===== src/bcse_top.sv =====
// Package and top module of the bit-operation and compare-and-skip execution unit
`timescale 1ns/1ps

package bcse_pkg;
  // Register byte offsets
  localparam logic [7:0] OFF_CMD    = 8'h00;
  localparam logic [7:0] OFF_ACC    = 8'h04;
  localparam logic [7:0] OFF_FLAGS  = 8'h08;
  localparam logic [7:0] OFF_STATUS = 8'h0C;
  // Command word fields
  localparam int unsigned CMD_OP_LSB   = 0;
  localparam int unsigned CMD_OP_W     = 4;
  localparam int unsigned CMD_BIT_LSB  = 4;
  localparam int unsigned CMD_ADDR_LSB = 8;
  localparam int unsigned CMD_IMM_LSB  = 16;
  // Flag and status bit positions
  localparam int unsigned FLAG_Z  = 0;
  localparam int unsigned FLAG_C  = 1;
  localparam int unsigned FLAG_AC = 2;
  localparam int unsigned FLAG_OV = 3;
  localparam int unsigned STAT_BUSY = 0;
  localparam int unsigned STAT_SKIP = 1;
  // Reset values
  localparam logic [7:0] ACC_RST   = 8'h00;
  localparam logic [3:0] FLAGS_RST = 4'h0;
  typedef enum logic [3:0] {
    OP_NOP, OP_CLR_IO, OP_SET_IO, OP_TOG_IO, OP_CLR_MEM, OP_SET_MEM,
    OP_SWAPC_IO, OP_CEQ_IMM, OP_CEQ_MEM, OP_CEQ_MEM_REV, OP_CNEQ_MEM
  } bcse_op_e;
  typedef enum logic [1:0] {ST_IDLE, ST_READ, ST_EXEC} bcse_state_e;
  typedef enum logic [1:0] {BIT_CLEAR, BIT_FORCE, BIT_TOGGLE, BIT_LOAD} bcse_bitmode_e;
endpackage

module bcse_top #(
  parameter int unsigned IO_AW  = 6,   // IO register address width
  parameter int unsigned MEM_AW = 8    // Data memory address width
) (
  input  wire logic              clk_sys,    // System clock, 25 MHz
  input  wire logic              reset,      // Asynchronous reset, active high
  input  wire logic              psel,       // APB select
  input  wire logic              penable,    // APB enable
  input  wire logic              pwrite,     // APB direction
  input  wire logic [7:0]        paddr,      // APB byte address
  input  wire logic [31:0]       pwdata,     // APB write data
  input  wire logic [3:0]        pstrb,      // APB byte strobes
  output logic      [31:0]       prdata,     // APB read data
  output logic                   pready,     // APB ready
  output logic                   pslverr,    // APB error
  output logic      [IO_AW-1:0]  io_addr,    // IO register address
  output logic                   io_re,      // IO read strobe
  input  wire logic [7:0]        io_rdata,   // IO read data, one cycle after strobe
  input  wire logic [7:0]        io_dir,     // Direction of addressed port, 1 = output
  output logic                   io_we,      // IO write strobe
  output logic      [7:0]        io_wdata,   // IO write data
  input  wire logic [7:0]        pin_in,     // Pin levels of addressed port
  output logic      [MEM_AW-1:0] mem_addr,   // Data memory address
  output logic                   mem_re,     // Memory read strobe
  input  wire logic [7:0]        mem_rdata,  // Memory read data, one cycle after strobe
  output logic                   mem_we,     // Memory write strobe
  output logic      [7:0]        mem_wdata,  // Memory write data
  output logic                   skip_next,  // Sequencer must skip next instruction
  output logic                   busy        // An operation is in progress
);

  // The command word carries an eight bit address field
  if (IO_AW > 8 || MEM_AW > 8 || IO_AW < 1 || MEM_AW < 1) begin : g_chk
    $error("bcse_top: address widths must be 1 to 8");
  end

  bcse_pkg::bcse_state_e  state_reg;
  bcse_pkg::bcse_op_e     op_reg;
  bcse_pkg::bcse_op_e     new_op;
  bcse_pkg::bcse_bitmode_e bit_mode;
  logic [2:0]  bit_reg;
  logic [7:0]  addr_reg;
  logic [7:0]  imm_reg;
  logic [7:0]  acc_reg;
  logic [3:0]  flags_reg;
  logic        last_skip_reg;
  logic [7:0]  pin_s1_reg;
  logic [7:0]  pin_s2_reg;
  logic [31:0] prdata_reg;
  logic        io_re_reg, mem_re_reg, io_we_reg, mem_we_reg, skip_reg;
  logic [7:0]  io_wdata_reg, mem_wdata_reg;
  logic        setup_ph, access_wr, access_ph, hit_cmd, hit_acc, hit_flags, hit_stat;
  logic        op_legal, refuse, cmd_go, exec_now;
  logic        is_io_op, is_mem_op, is_cmp, is_io_wr, is_mem_wr, is_swap;
  logic [7:0]  src_byte, cmp_opnd, bit_out;
  logic        f_z, f_c, f_ac, f_ov, cmp_eq, swap_carry, imm_hit;

  // Address decode of the four registers
  assign hit_cmd   = (paddr == bcse_pkg::OFF_CMD);
  assign hit_acc   = (paddr == bcse_pkg::OFF_ACC);
  assign hit_flags = (paddr == bcse_pkg::OFF_FLAGS);
  assign hit_stat  = (paddr == bcse_pkg::OFF_STATUS);
  assign setup_ph  = psel && !penable;
  assign access_ph = psel && penable;
  assign access_wr = access_ph && pwrite;

  // Command decode straight from the write data
  assign new_op   = bcse_pkg::bcse_op_e'(pwdata[bcse_pkg::CMD_OP_LSB +: bcse_pkg::CMD_OP_W]);
  assign op_legal = (new_op >= bcse_pkg::OP_CLR_IO) && (new_op <= bcse_pkg::OP_CNEQ_MEM);
  assign imm_hit  = (acc_reg == pwdata[bcse_pkg::CMD_IMM_LSB +: 8]);

  // Writes other than to status are refused during an operation so software never races the flags
  always_comb begin
    refuse = 1'b0;
    if (!(hit_cmd || hit_acc || hit_flags || hit_stat)) begin
      refuse = 1'b1;
    end else if (pwrite && busy && !hit_stat) begin
      refuse = 1'b1;
    end else if (pwrite && hit_cmd && !op_legal) begin
      refuse = 1'b1;
    end
  end

  assign pready  = 1'b1;
  assign pslverr = access_ph && refuse;
  assign prdata  = prdata_reg;
  assign cmd_go  = access_wr && hit_cmd && !refuse;
  assign busy    = (state_reg != bcse_pkg::ST_IDLE);

  // Read data is registered in the setup phase, ready in the access phase
  always_ff @(posedge clk_sys or posedge reset) begin
    if (reset) begin
      prdata_reg <= 32'h0000_0000;
    end else if (setup_ph && !pwrite) begin
      if (hit_cmd) begin
        prdata_reg <= {8'h00, imm_reg, addr_reg, 1'b0, bit_reg, op_reg};
      end else if (hit_acc) begin
        prdata_reg <= {24'h00_0000, acc_reg};
      end else if (hit_flags) begin
        prdata_reg <= {28'h000_0000, flags_reg};
      end else if (hit_stat) begin
        prdata_reg <= {30'h0000_0000, last_skip_reg, busy};
      end else begin
        prdata_reg <= 32'h0000_0000;
      end
    end
  end

  // Operation classes
  always_comb begin
    is_io_op  = 1'b0;
    is_mem_op = 1'b0;
    is_cmp    = 1'b0;
    is_swap   = 1'b0;
    bit_mode  = bcse_pkg::BIT_LOAD;
    case (op_reg)
      bcse_pkg::OP_CLR_IO: begin
        is_io_op = 1'b1;
        bit_mode = bcse_pkg::BIT_CLEAR;
      end
      bcse_pkg::OP_SET_IO: begin
        is_io_op = 1'b1;
        bit_mode = bcse_pkg::BIT_FORCE;
      end
      bcse_pkg::OP_TOG_IO: begin
        is_io_op = 1'b1;
        bit_mode = bcse_pkg::BIT_TOGGLE;
      end
      bcse_pkg::OP_SWAPC_IO: begin
        is_io_op = 1'b1;
        is_swap  = 1'b1;
      end
      bcse_pkg::OP_CLR_MEM: begin
        is_mem_op = 1'b1;
        bit_mode  = bcse_pkg::BIT_CLEAR;
      end
      bcse_pkg::OP_SET_MEM: begin
        is_mem_op = 1'b1;
        bit_mode  = bcse_pkg::BIT_FORCE;
      end
      bcse_pkg::OP_CEQ_IMM: begin
        is_cmp = 1'b1;
      end
      bcse_pkg::OP_CEQ_MEM, bcse_pkg::OP_CEQ_MEM_REV, bcse_pkg::OP_CNEQ_MEM: begin
        is_cmp    = 1'b1;
        is_mem_op = 1'b1;
      end
      default: begin
        is_io_op = 1'b0;
      end
    endcase
  end

  // Compares only read memory, never write it back
  assign is_io_wr  = is_io_op;
  assign is_mem_wr = is_mem_op && !is_cmp;
  assign exec_now  = (state_reg == bcse_pkg::ST_EXEC);
  assign src_byte  = is_io_op ? io_rdata : mem_rdata;
  assign cmp_opnd  = (op_reg == bcse_pkg::OP_CEQ_IMM) ? imm_reg : mem_rdata;
  assign cmp_eq    = (acc_reg == cmp_opnd);

  bcse_bit_update #(
    .W     (8),
    .IDX_W (3)
  ) u_bit (
    .byte_in  (src_byte),
    .bit_idx  (bit_reg),
    .mode     (bit_mode),
    .load_val (flags_reg[bcse_pkg::FLAG_C]),
    .byte_out (bit_out)
  );

  // Both memory operand orders use accumulator minus memory
  bcse_sub_flags u_flags (
    .minuend    (acc_reg),
    .subtrahend (cmp_opnd),
    .zero_o     (f_z),
    .carry_o    (f_c),
    .aux_o      (f_ac),
    .ovf_o      (f_ov)
  );

  // Output port offers its latch bit, input port offers the synchronised pin
  assign swap_carry = io_dir[bit_reg] ? io_rdata[bit_reg] : pin_s2_reg[bit_reg];

  // Two flops on the pins before anything reads them
  always_ff @(posedge clk_sys or posedge reset) begin
    if (reset) begin
      pin_s1_reg <= 8'h00;
      pin_s2_reg <= 8'h00;
    end else begin
      pin_s1_reg <= pin_in;
      pin_s2_reg <= pin_s1_reg;
    end
  end

  // Sequence: accept, one read cycle, one execute cycle
  always_ff @(posedge clk_sys or posedge reset) begin
    if (reset) begin
      state_reg <= bcse_pkg::ST_IDLE;
    end else begin
      case (state_reg)
        bcse_pkg::ST_IDLE: begin
          if (cmd_go) begin
            state_reg <= bcse_pkg::ST_READ;
          end
        end
        bcse_pkg::ST_READ: begin
          state_reg <= bcse_pkg::ST_EXEC;
        end
        default: begin
          state_reg <= bcse_pkg::ST_IDLE;
        end
      endcase
    end
  end

  // Command fields are held for the whole operation
  always_ff @(posedge clk_sys or posedge reset) begin
    if (reset) begin
      op_reg   <= bcse_pkg::OP_NOP;
      bit_reg  <= 3'h0;
      addr_reg <= 8'h00;
      imm_reg  <= 8'h00;
    end else if (cmd_go) begin
      op_reg   <= new_op;
      bit_reg  <= pwdata[bcse_pkg::CMD_BIT_LSB +: 3];
      addr_reg <= pwdata[bcse_pkg::CMD_ADDR_LSB +: 8];
      imm_reg  <= pwdata[bcse_pkg::CMD_IMM_LSB +: 8];
    end
  end

  // Read strobes in the READ cycle only
  always_ff @(posedge clk_sys or posedge reset) begin
    if (reset) begin
      io_re_reg  <= 1'b0;
      mem_re_reg <= 1'b0;
    end else begin
      io_re_reg  <= cmd_go && (new_op inside {bcse_pkg::OP_CLR_IO, bcse_pkg::OP_SET_IO,
                    bcse_pkg::OP_TOG_IO, bcse_pkg::OP_SWAPC_IO});
      mem_re_reg <= cmd_go && (new_op inside {bcse_pkg::OP_CLR_MEM, bcse_pkg::OP_SET_MEM,
                    bcse_pkg::OP_CEQ_MEM, bcse_pkg::OP_CEQ_MEM_REV, bcse_pkg::OP_CNEQ_MEM});
    end
  end

  // Write-back strobes and data one cycle after execute
  always_ff @(posedge clk_sys or posedge reset) begin
    if (reset) begin
      io_we_reg     <= 1'b0;
      mem_we_reg    <= 1'b0;
      io_wdata_reg  <= 8'h00;
      mem_wdata_reg <= 8'h00;
    end else begin
      io_we_reg  <= exec_now && is_io_wr;
      mem_we_reg <= exec_now && is_mem_wr;
      if (exec_now) begin
        io_wdata_reg  <= bit_out;
        mem_wdata_reg <= bit_out;
      end
    end
  end

  // Skip decision; equal for the equal forms, differ for the not-equal form
  always_ff @(posedge clk_sys or posedge reset) begin
    if (reset) begin
      skip_reg      <= 1'b0;
      last_skip_reg <= 1'b0;
    end else begin
      skip_reg <= exec_now && is_cmp &&
                  ((op_reg == bcse_pkg::OP_CNEQ_MEM) ? !cmp_eq : cmp_eq);
      if (exec_now) begin
        last_skip_reg <= is_cmp &&
                         ((op_reg == bcse_pkg::OP_CNEQ_MEM) ? !cmp_eq : cmp_eq);
      end
    end
  end

  // Accumulator is software's alone; no operation here writes it
  always_ff @(posedge clk_sys or posedge reset) begin
    if (reset) begin
      acc_reg <= bcse_pkg::ACC_RST;
    end else if (access_wr && hit_acc && !refuse && pstrb[0]) begin
      acc_reg <= pwdata[7:0];
    end
  end

  // Flags: compares set all four, swap sets carry only, bit ops none
  always_ff @(posedge clk_sys or posedge reset) begin
    if (reset) begin
      flags_reg <= bcse_pkg::FLAGS_RST;
    end else if (exec_now && is_cmp) begin
      flags_reg[bcse_pkg::FLAG_Z]  <= f_z;
      flags_reg[bcse_pkg::FLAG_C]  <= f_c;
      flags_reg[bcse_pkg::FLAG_AC] <= f_ac;
      flags_reg[bcse_pkg::FLAG_OV] <= f_ov;
    end else if (exec_now && is_swap) begin
      flags_reg[bcse_pkg::FLAG_C] <= swap_carry;
    end else if (access_wr && hit_flags && !refuse && pstrb[0]) begin
      flags_reg <= pwdata[3:0];
    end
  end

  assign io_addr   = addr_reg[IO_AW-1:0];
  assign mem_addr  = addr_reg[MEM_AW-1:0];
  assign io_re     = io_re_reg;
  assign mem_re    = mem_re_reg;
  assign io_we     = io_we_reg;
  assign mem_we    = mem_we_reg;
  assign io_wdata  = io_wdata_reg;
  assign mem_wdata = mem_wdata_reg;
  assign skip_next = skip_reg;
endmodule


===== src/bcse_sub_flags.sv =====
// Subtract-and-compare flag unit for the compare-and-skip operations
`timescale 1ns/1ps

module bcse_sub_flags (
  input  wire logic [7:0] minuend,     // Accumulator value
  input  wire logic [7:0] subtrahend,  // Immediate or memory byte
  output logic            zero_o,      // Difference is zero
  output logic            carry_o,     // Borrow out of bit 7
  output logic            aux_o,       // Borrow out of bit 3
  output logic            ovf_o        // Signed overflow of the difference
);

  logic [8:0] diff;
  logic [4:0] low_diff;

  // Nine and five bit differences expose the borrows without extra logic
  assign diff     = {1'b0, minuend} - {1'b0, subtrahend};
  assign low_diff = {1'b0, minuend[3:0]} - {1'b0, subtrahend[3:0]};

  // Flags follow a plain subtraction of the second operand
  assign zero_o  = (diff[7:0] == 8'h00);
  assign carry_o = diff[8];
  assign aux_o   = low_diff[4];
  assign ovf_o   = (minuend[7] ^ subtrahend[7]) & (minuend[7] ^ diff[7]);

endmodule


===== src/bcse_bit_update.sv =====
// Single-bit clear, force, toggle or load of one byte
`timescale 1ns/1ps

module bcse_bit_update #(
  parameter int unsigned W     = 8,
  parameter int unsigned IDX_W = $clog2(W)
) (
  input  wire logic [W-1:0]               byte_in,   // Byte as read
  input  wire logic [IDX_W-1:0]           bit_idx,   // Selected bit
  input  wire bcse_pkg::bcse_bitmode_e    mode,      // What to do with it
  input  wire logic                       load_val,  // Value for load mode
  output logic      [W-1:0]               byte_out   // Byte to write back
);

  // The index must address exactly the W bits of the byte
  if (W < 2 || IDX_W != $clog2(W)) begin : g_chk
    $error("bcse_bit_update: IDX_W must equal clog2 of W");
  end

  // Only the selected bit may change, every other bit passes through
  for (genvar i = 0; i < W; i++) begin : g_bit
    localparam logic [IDX_W-1:0] SEL = IDX_W'(i);
    assign byte_out[i] = (bit_idx != SEL)                    ? byte_in[i] :
                         (mode == bcse_pkg::BIT_CLEAR)        ? 1'b0 :
                         (mode == bcse_pkg::BIT_FORCE)        ? 1'b1 :
                         (mode == bcse_pkg::BIT_TOGGLE)       ? ~byte_in[i] :
                                                                load_val;
  end

endmodule


===== config.mk =====
export PLATFORM = sky130hd
export DESIGN_NAME = bcse_top
export DESIGN_NICKNAME = d
export VERILOG_FILES = /design/src/bcse_top.sv /design/src/bcse_sub_flags.sv /design/src/bcse_bit_update.sv
export SDC_FILE = /design/constraint.sdc
export NUM_CORES = 1
export LEC_CHECK = 0
export ABC_AREA = 0
export CORE_ASPECT_RATIO = 0.75
export CORE_MARGIN = 1.5
export CORE_UTILIZATION = 65
export DETAILED_ROUTE_END_ITERATION = 16
export DONT_BUFFER_PORTS = 1
export PLACE_DENSITY = 0.81
export SKIP_CTS_REPAIR_TIMING = 1
export SLEW_MARGIN = 20
export SYNTH_ARGS = -nofsm -noshare
export SYNTH_HDL_FRONTEND = slang
export SYNTH_SLANG_ARGS = --single-unit

===== constraint.sdc =====
create_clock -name clk_sys -period 5.15 [get_ports clk_sys]
set_clock_uncertainty 0.15 [all_clocks]
set_input_delay 0.515 -clock clk_sys [delete_from_list [all_inputs] [get_ports clk_sys]]
set_output_delay 0.515 -clock clk_sys [all_outputs]
set_load 0.005 [all_outputs]

# Word-level counts from Yosys, hierarchy flattened
# Cells that the tools add are included.
[classes]
add_sub_neg = 2
n_lt_le_gt_ge = 3
n_eq_ne = 36
muxes = 61
bitwise_logic = 11
reduce_logical = 53
[ops]
columns = ["cell", "n"]
rows = [
  ["two-way mux 1 bit", 46],
  ["equality test 4 x 3 -> 1 bit, second input constant", 7],
  ["logical AND 1 bit", 27],
  ["equality test 4 bit, second input constant", 6],
  ["two-way mux 24 bit", 1],
  ["two-way mux 8 bit", 3],
  ["equality test 4 x 2 -> 1 bit, second input constant", 4],
  ["equality test 8 x 4 -> 1 bit, second input constant", 2],
  ["logical NOT 8 bit", 2],
  ["two-way mux 4 bit", 3],
  ["inequality test 3 bit, second input constant", 4],
  ["binary-select mux 1 bit (select 3 bit)", 3],
  ["subtractor 8 x 8 -> 9 bit", 1],
  ["equality test 4 x 1 -> 1 bit, second input constant", 2],
  ["equality test 8 x 3 -> 1 bit, second input constant", 1],
  ["equality test 8 bit", 1],
  ["inverter 1 bit", 8],
  ["OR reduction 4 bit", 2],
  ["logical NOT 1 bit", 7],
  ["two-way mux 2 bit", 3],
  ["inequality test 3 x 2 -> 1 bit, second input constant", 2],
  ["one-hot mux 2 bit (3 select lines)", 1],
  ["nonzero test 3 bit", 2],
  ["nonzero test 5 bit", 1],
  ["other kinds (18)", 27],
]
[word_totals]
regBits = 99
inputBits = 81
out_inout_bits = 70
elab_cells = 184

# Longest topological paths before layout
[depth]
word_depth = 13
ltp_mapped = 13
mapped_depth_nobuf = 11

# Cells and area by module
# A second synthesis with hierarchy kept.
[unflattened]
hier_cells = 434
area_unflattened_um2 = 4931.0
[modules_own_cells]
columns = ["mod", "n_inst", "cells_per_inst", "area_each_um2", "seq_area_each_um2"]
rows = [
  ["bcse_top", 1, 341, 4272.8, 2277.2],
  ["bcse_sub_flags", 1, 54, 392.9, 0.0],
  ["bcse_bit_update", 1, 39, 265.3, 0.0],
]

# Worst setup path before layout
# Ideal clock, no wire load.
[synth_timing]
path_kind = "register to register"
startpoint = "register op_reg[2]"
endpoint = "register flags_reg[0]"
setup_time_ps = 86
arrival_time_ps = 3115
required_ps = 4914
setup_slack_ps = 1799
stages_incl_launch_ff = 14
n_path_buf = 2
period_less_slack_ps = 3351
cell_sequence = "dfrtp_1 > buf_2 > nor2b_1 > nand3_1 > clkbuf_1 > mux2_2 > ha_1 > fa_1 > nand2b_1 > a21oi_1 > o211ai_1 > a2111oi_0 > a21oi_1 > nor3_1"
[synth_between]
elab_chain_cells = 6
word_cells_on_any_way = 17
classes_between = "1 x add/sub; 6 x eq/ne; 4 x mux; 6 x reduce/logical"
[synth_lines]
columns = ["item", "line_no", "source"]
rows = [
  ["start, declared", "bcse_top.sv:71", "bcse_pkg::bcse_op_e op_reg;"],
  ["start signal, assigned", "bcse_top.sv:254", "op_reg <= bcse_pkg::OP_NOP;"],
  ["start signal, assigned", "bcse_top.sv:259", "op_reg <= new_op;"],
  ["parallel branches: the longest is 6 deep, another holds subtractor 8 x 8 -> 9 bit", "--", ""],
  ["end signal, assigned", "bcse_top.sv:323", "flags_reg <= bcse_pkg::FLAGS_RST;"],
  ["end signal, assigned by index", "bcse_top.sv:325", "flags_reg[bcse_pkg::FLAG_Z] <= f_z;"],
  ["end signal, assigned by index", "bcse_top.sv:328", "flags_reg[bcse_pkg::FLAG_OV] <= f_ov;"],
  ["end, declared", "bcse_top.sv:78", "logic [3:0] flags_reg;"],
]
# Several ways; the timed one is not identified.
# A chain may end at the register's enable or synchronous reset.

# Worst setup path in the final report
# Same ends and word-level chain as after synthesis.

==> impl_metrics.py <==
metrics = {
    "run_status": {
        "status": "complete, no violations",
    },
    "yosys": {
        "yosysTopAreaCell": "dfrtp_1",
        "synth_top_cells_by_count": "91 x dfrtp_1, 61 x nand2_1, 38 x o21ai_0",
        "synth.most_common_cell": "dfrtp_1",
        "yosys.cell_types.count": 56,
        "avgSynthCellArea_um2": 10.6,
        "ys_warn_count": 0,
        "netlist.area_leader.share_pct": 46.8,
        "synth_area_leaders": "dfrtp_1 47%, mux2_4 6.2%, nand2_1 4.7%",
        "async_flop_share_pct": 100,
        "ys_seq_area_share_pct": 46.8,
        "ys_ff_latch": 91,
        "synth_flop_cell": "dfrtp_1",
        "synthCells": 461,
        "synth_edf_count": 0,
        "mappedNetlistArea_um2": 4870,
    },
    "floorplanning": {
        "initial_utilization_pct": 66.7,
        "dieArea_um2": 8030,
        "pin_count": 151,
        "die_w_um": 103,
        "die_y_um": 78.0,
        "core-area_um2": 7300,
        "rows": 27,
    },
    "layout": {
        "fin_nets": 527,
        "fin_area_um2": 4960,
        "area_growth_pct": 1.82,
        "postLayoutCoreUtil_pct": 68.0,
        "insertedDiodeCount": 0,
        "largest_reg_flops": 24,
        "drive_gt1_share_pct": 15.6,
    },
    "routing": {
        "vias_per_cell": 6.27,
        "wire_per_inst_um": 20.3,
        "dr.pass1.iters": 5,
        "drt_iter0_markers": 277,
        "drt-total-wl_um": 11000,
        "vias": 3402,
        "drc_errors": 0,
        "ant_nets": 0,
    },
    "power_and_ir_drop": {
        "p_leak_nw": 2.31,
        "ir_drop_v": 0.000174,
        "powerDensity_nw_per_um2": 254,
        "power.total_mw": 1.26,
    },
    "placement": {
        "dp_hpwl_um": 8020,
        "dpl-instance-area_um2": 4700,
        "portBuffers": 0,
        "gp_congestion": 1.02,
    },
    "clock_tree": {
        "root_buffer": "clkbuf_8",
        "cts-buffers-inserted": 9,
        "htree_levels": 3,
        "cts_tree": "done",
        "clk_path_buf_depth": 2,
        "clock_sinks": 91,
        "clock_insertion_delay_worst_skew_ps": 370,
        "clk_pin_slew_ps": 100,
    },
    "global_routing": {
        "grt_pass1_vias": 3386,
        "track_usage_pct": 29.1,
        "antenna_found_initial": 0,
        "grt_max_degree": 55,
        "grt-ovfl-total": 0,
        "grt_pass1_wl_um": 17400,
    },
    "critical_path": {
        "worstPathRequired_ps": 5290,
        "worst-setup-path-type": "flop to flop",
        "end_kind": "flop",
        "path_common_cell": "a21oi_1",
        "worstPathCellList": "nor2b_1 -> nand3_1 -> mux2_2 -> ha_1 -> fa_1 -> nand2b_1 -> a21oi_1 -> o211ai_1 -> a2111oi_0 -> a21oi_1 -> nor3_1",
        "startpoint_type": "flop",
        "slowest_delay_ps": 530,
        "arrival_ps": 4080,
        "crit_slowest_cell": "nand3_1",
        "crit_path_max_fanout": 10,
    },
    "job": {
        "maxCapViolCount": 0,
    },
    "timing": {
        "setup_viol": 0,
        "final.min_clock_period_ps": 3940,
        "max_freq_ghz": 0.254,
        "relSlewSlack_pct": 38.1,
        "final-hold-violation-count": 0,
        "tightest_slew_ps": 926,
        "rsz0062_at_grt": "false",
        "setup_tns_ps": 0,
        "period_share_pct": 76.5,
        "slew_viol_final": 0,
    },
    "worst_hold_path": {
        "min_path_type": "input pin to flop",
    },
}
-- layer usage --
metal,wire (um),global-route usage [%],vias up
met5,0,0,-
met4,111,8.78,0
li1,-,-,1546
met2,5100,42.8,163
met1,4650,40.5,1681
met3,1150,10.5,12
-- layout make-up --
type                            instances  area [um^2]
Clock buffer                            9          124
Clock inverter                          7         70.1
Fill cell                             577         2340
Inverter                               11         42.5
Multi-Input combinational cell        317         2250
Sequential cell                        91         2280
Tap cell                              101          126
Timing Repair Buffer                    7         67.6
-- worst paths after layout --
path | start | end | slack [ps] | cells past startpoint
hold reg to reg | pin_s1_reg[7]$_DFF_PP0_ | pin_s2_reg[7]$_DFF_PP0_ | 210 | 0
hold / removal | pin_in[5] | pin_s1_reg[5]$_DFF_PP0_ | 20 | 0
max in group asynchronous | reset | io_re$_DFF_PP0_ | 3270 | 3
setup / recovery | op_reg[2]$_DFFE_PP0P_ | flags_reg[0]$_DFFE_PP0P_ | 1210 | 11
min in group asynchronous | reset | prdata[10]$_DFFE_PP0P_ | 510 | 2
setup reg to reg | op_reg[2]$_DFFE_PP0P_ | flags_reg[0]$_DFFE_PP0P_ | 1210 | 11
-- critical path, delay by kind of cell, from the launching register on --
kind	cells	cell delay [ps]
AO/OA/AOI/OAI	4	960
adder cells (fa/ha/maj)	2	590
flip-flops	1	500
multiplexers	1	460
AND/OR/NAND/NOR	4	1210
-- where the power goes --
| group | internal (mW) | switching (mW) |
|---|---|---|
| registers | 0.724 | 0.00513 |
| logic | 0.0250 | 0.0389 |
| clock network | 0.188 | 0.278 |
| total | 0.937 | 0.322 |
-- logic make-up (layout without fill, tap and decap cells) --
group                    count (synthesis)  count (layout)  share of synthesized area [%]
AND/OR/NAND/NOR                        134             134                           12.7
multiplexers                            61              61                           17.0
buffers and inverters                   60              34                           7.55
other                                    2               9                          0.154
flip-flops                              91              91                           46.8
adder cells (fa/ha/maj)                  9               9                           2.47
AO/OA/AOI/OAI                          101             101                           12.8
XOR/XNOR                                 3               3                          0.540
-- layout by cell type, fill, tap and decap left out, types with 3 or more instances in the layout --
cell	instances
dfrtp_1	91
nand2_1	61
o21ai_0	38
nor2_1	28
a21oi_1	27
mux2_4	20
mux2i_1	18
mux2_2	15
inv_1	10
conb_1	9
clkbuf_8	9
mux4_2	8
ha_1	8
nand3_1	7
nor2b_1	7
dlygate4sd3_1	6
nand4_1	5
nor3_1	5
a21o_1	4
a221oi_1	4
a31oi_1	4
nor2_2	3
or3_1	3
nand3b_1	3
a211oi_1	3
nand2b_1	3
o211ai_1	3
o22ai_1	3
-- through the flow --
step,hold slack (ps),instances,setup WS (ps)
after floorplan,181,468,1800
after global placement,183,521,1390
after detailed placement,187,521,1350
after CTS,-65.5,537,1270
after global routing,0.420,543,962
final,22.5,543,1210
No activity file was read; power rests on OpenSTA's default activity.
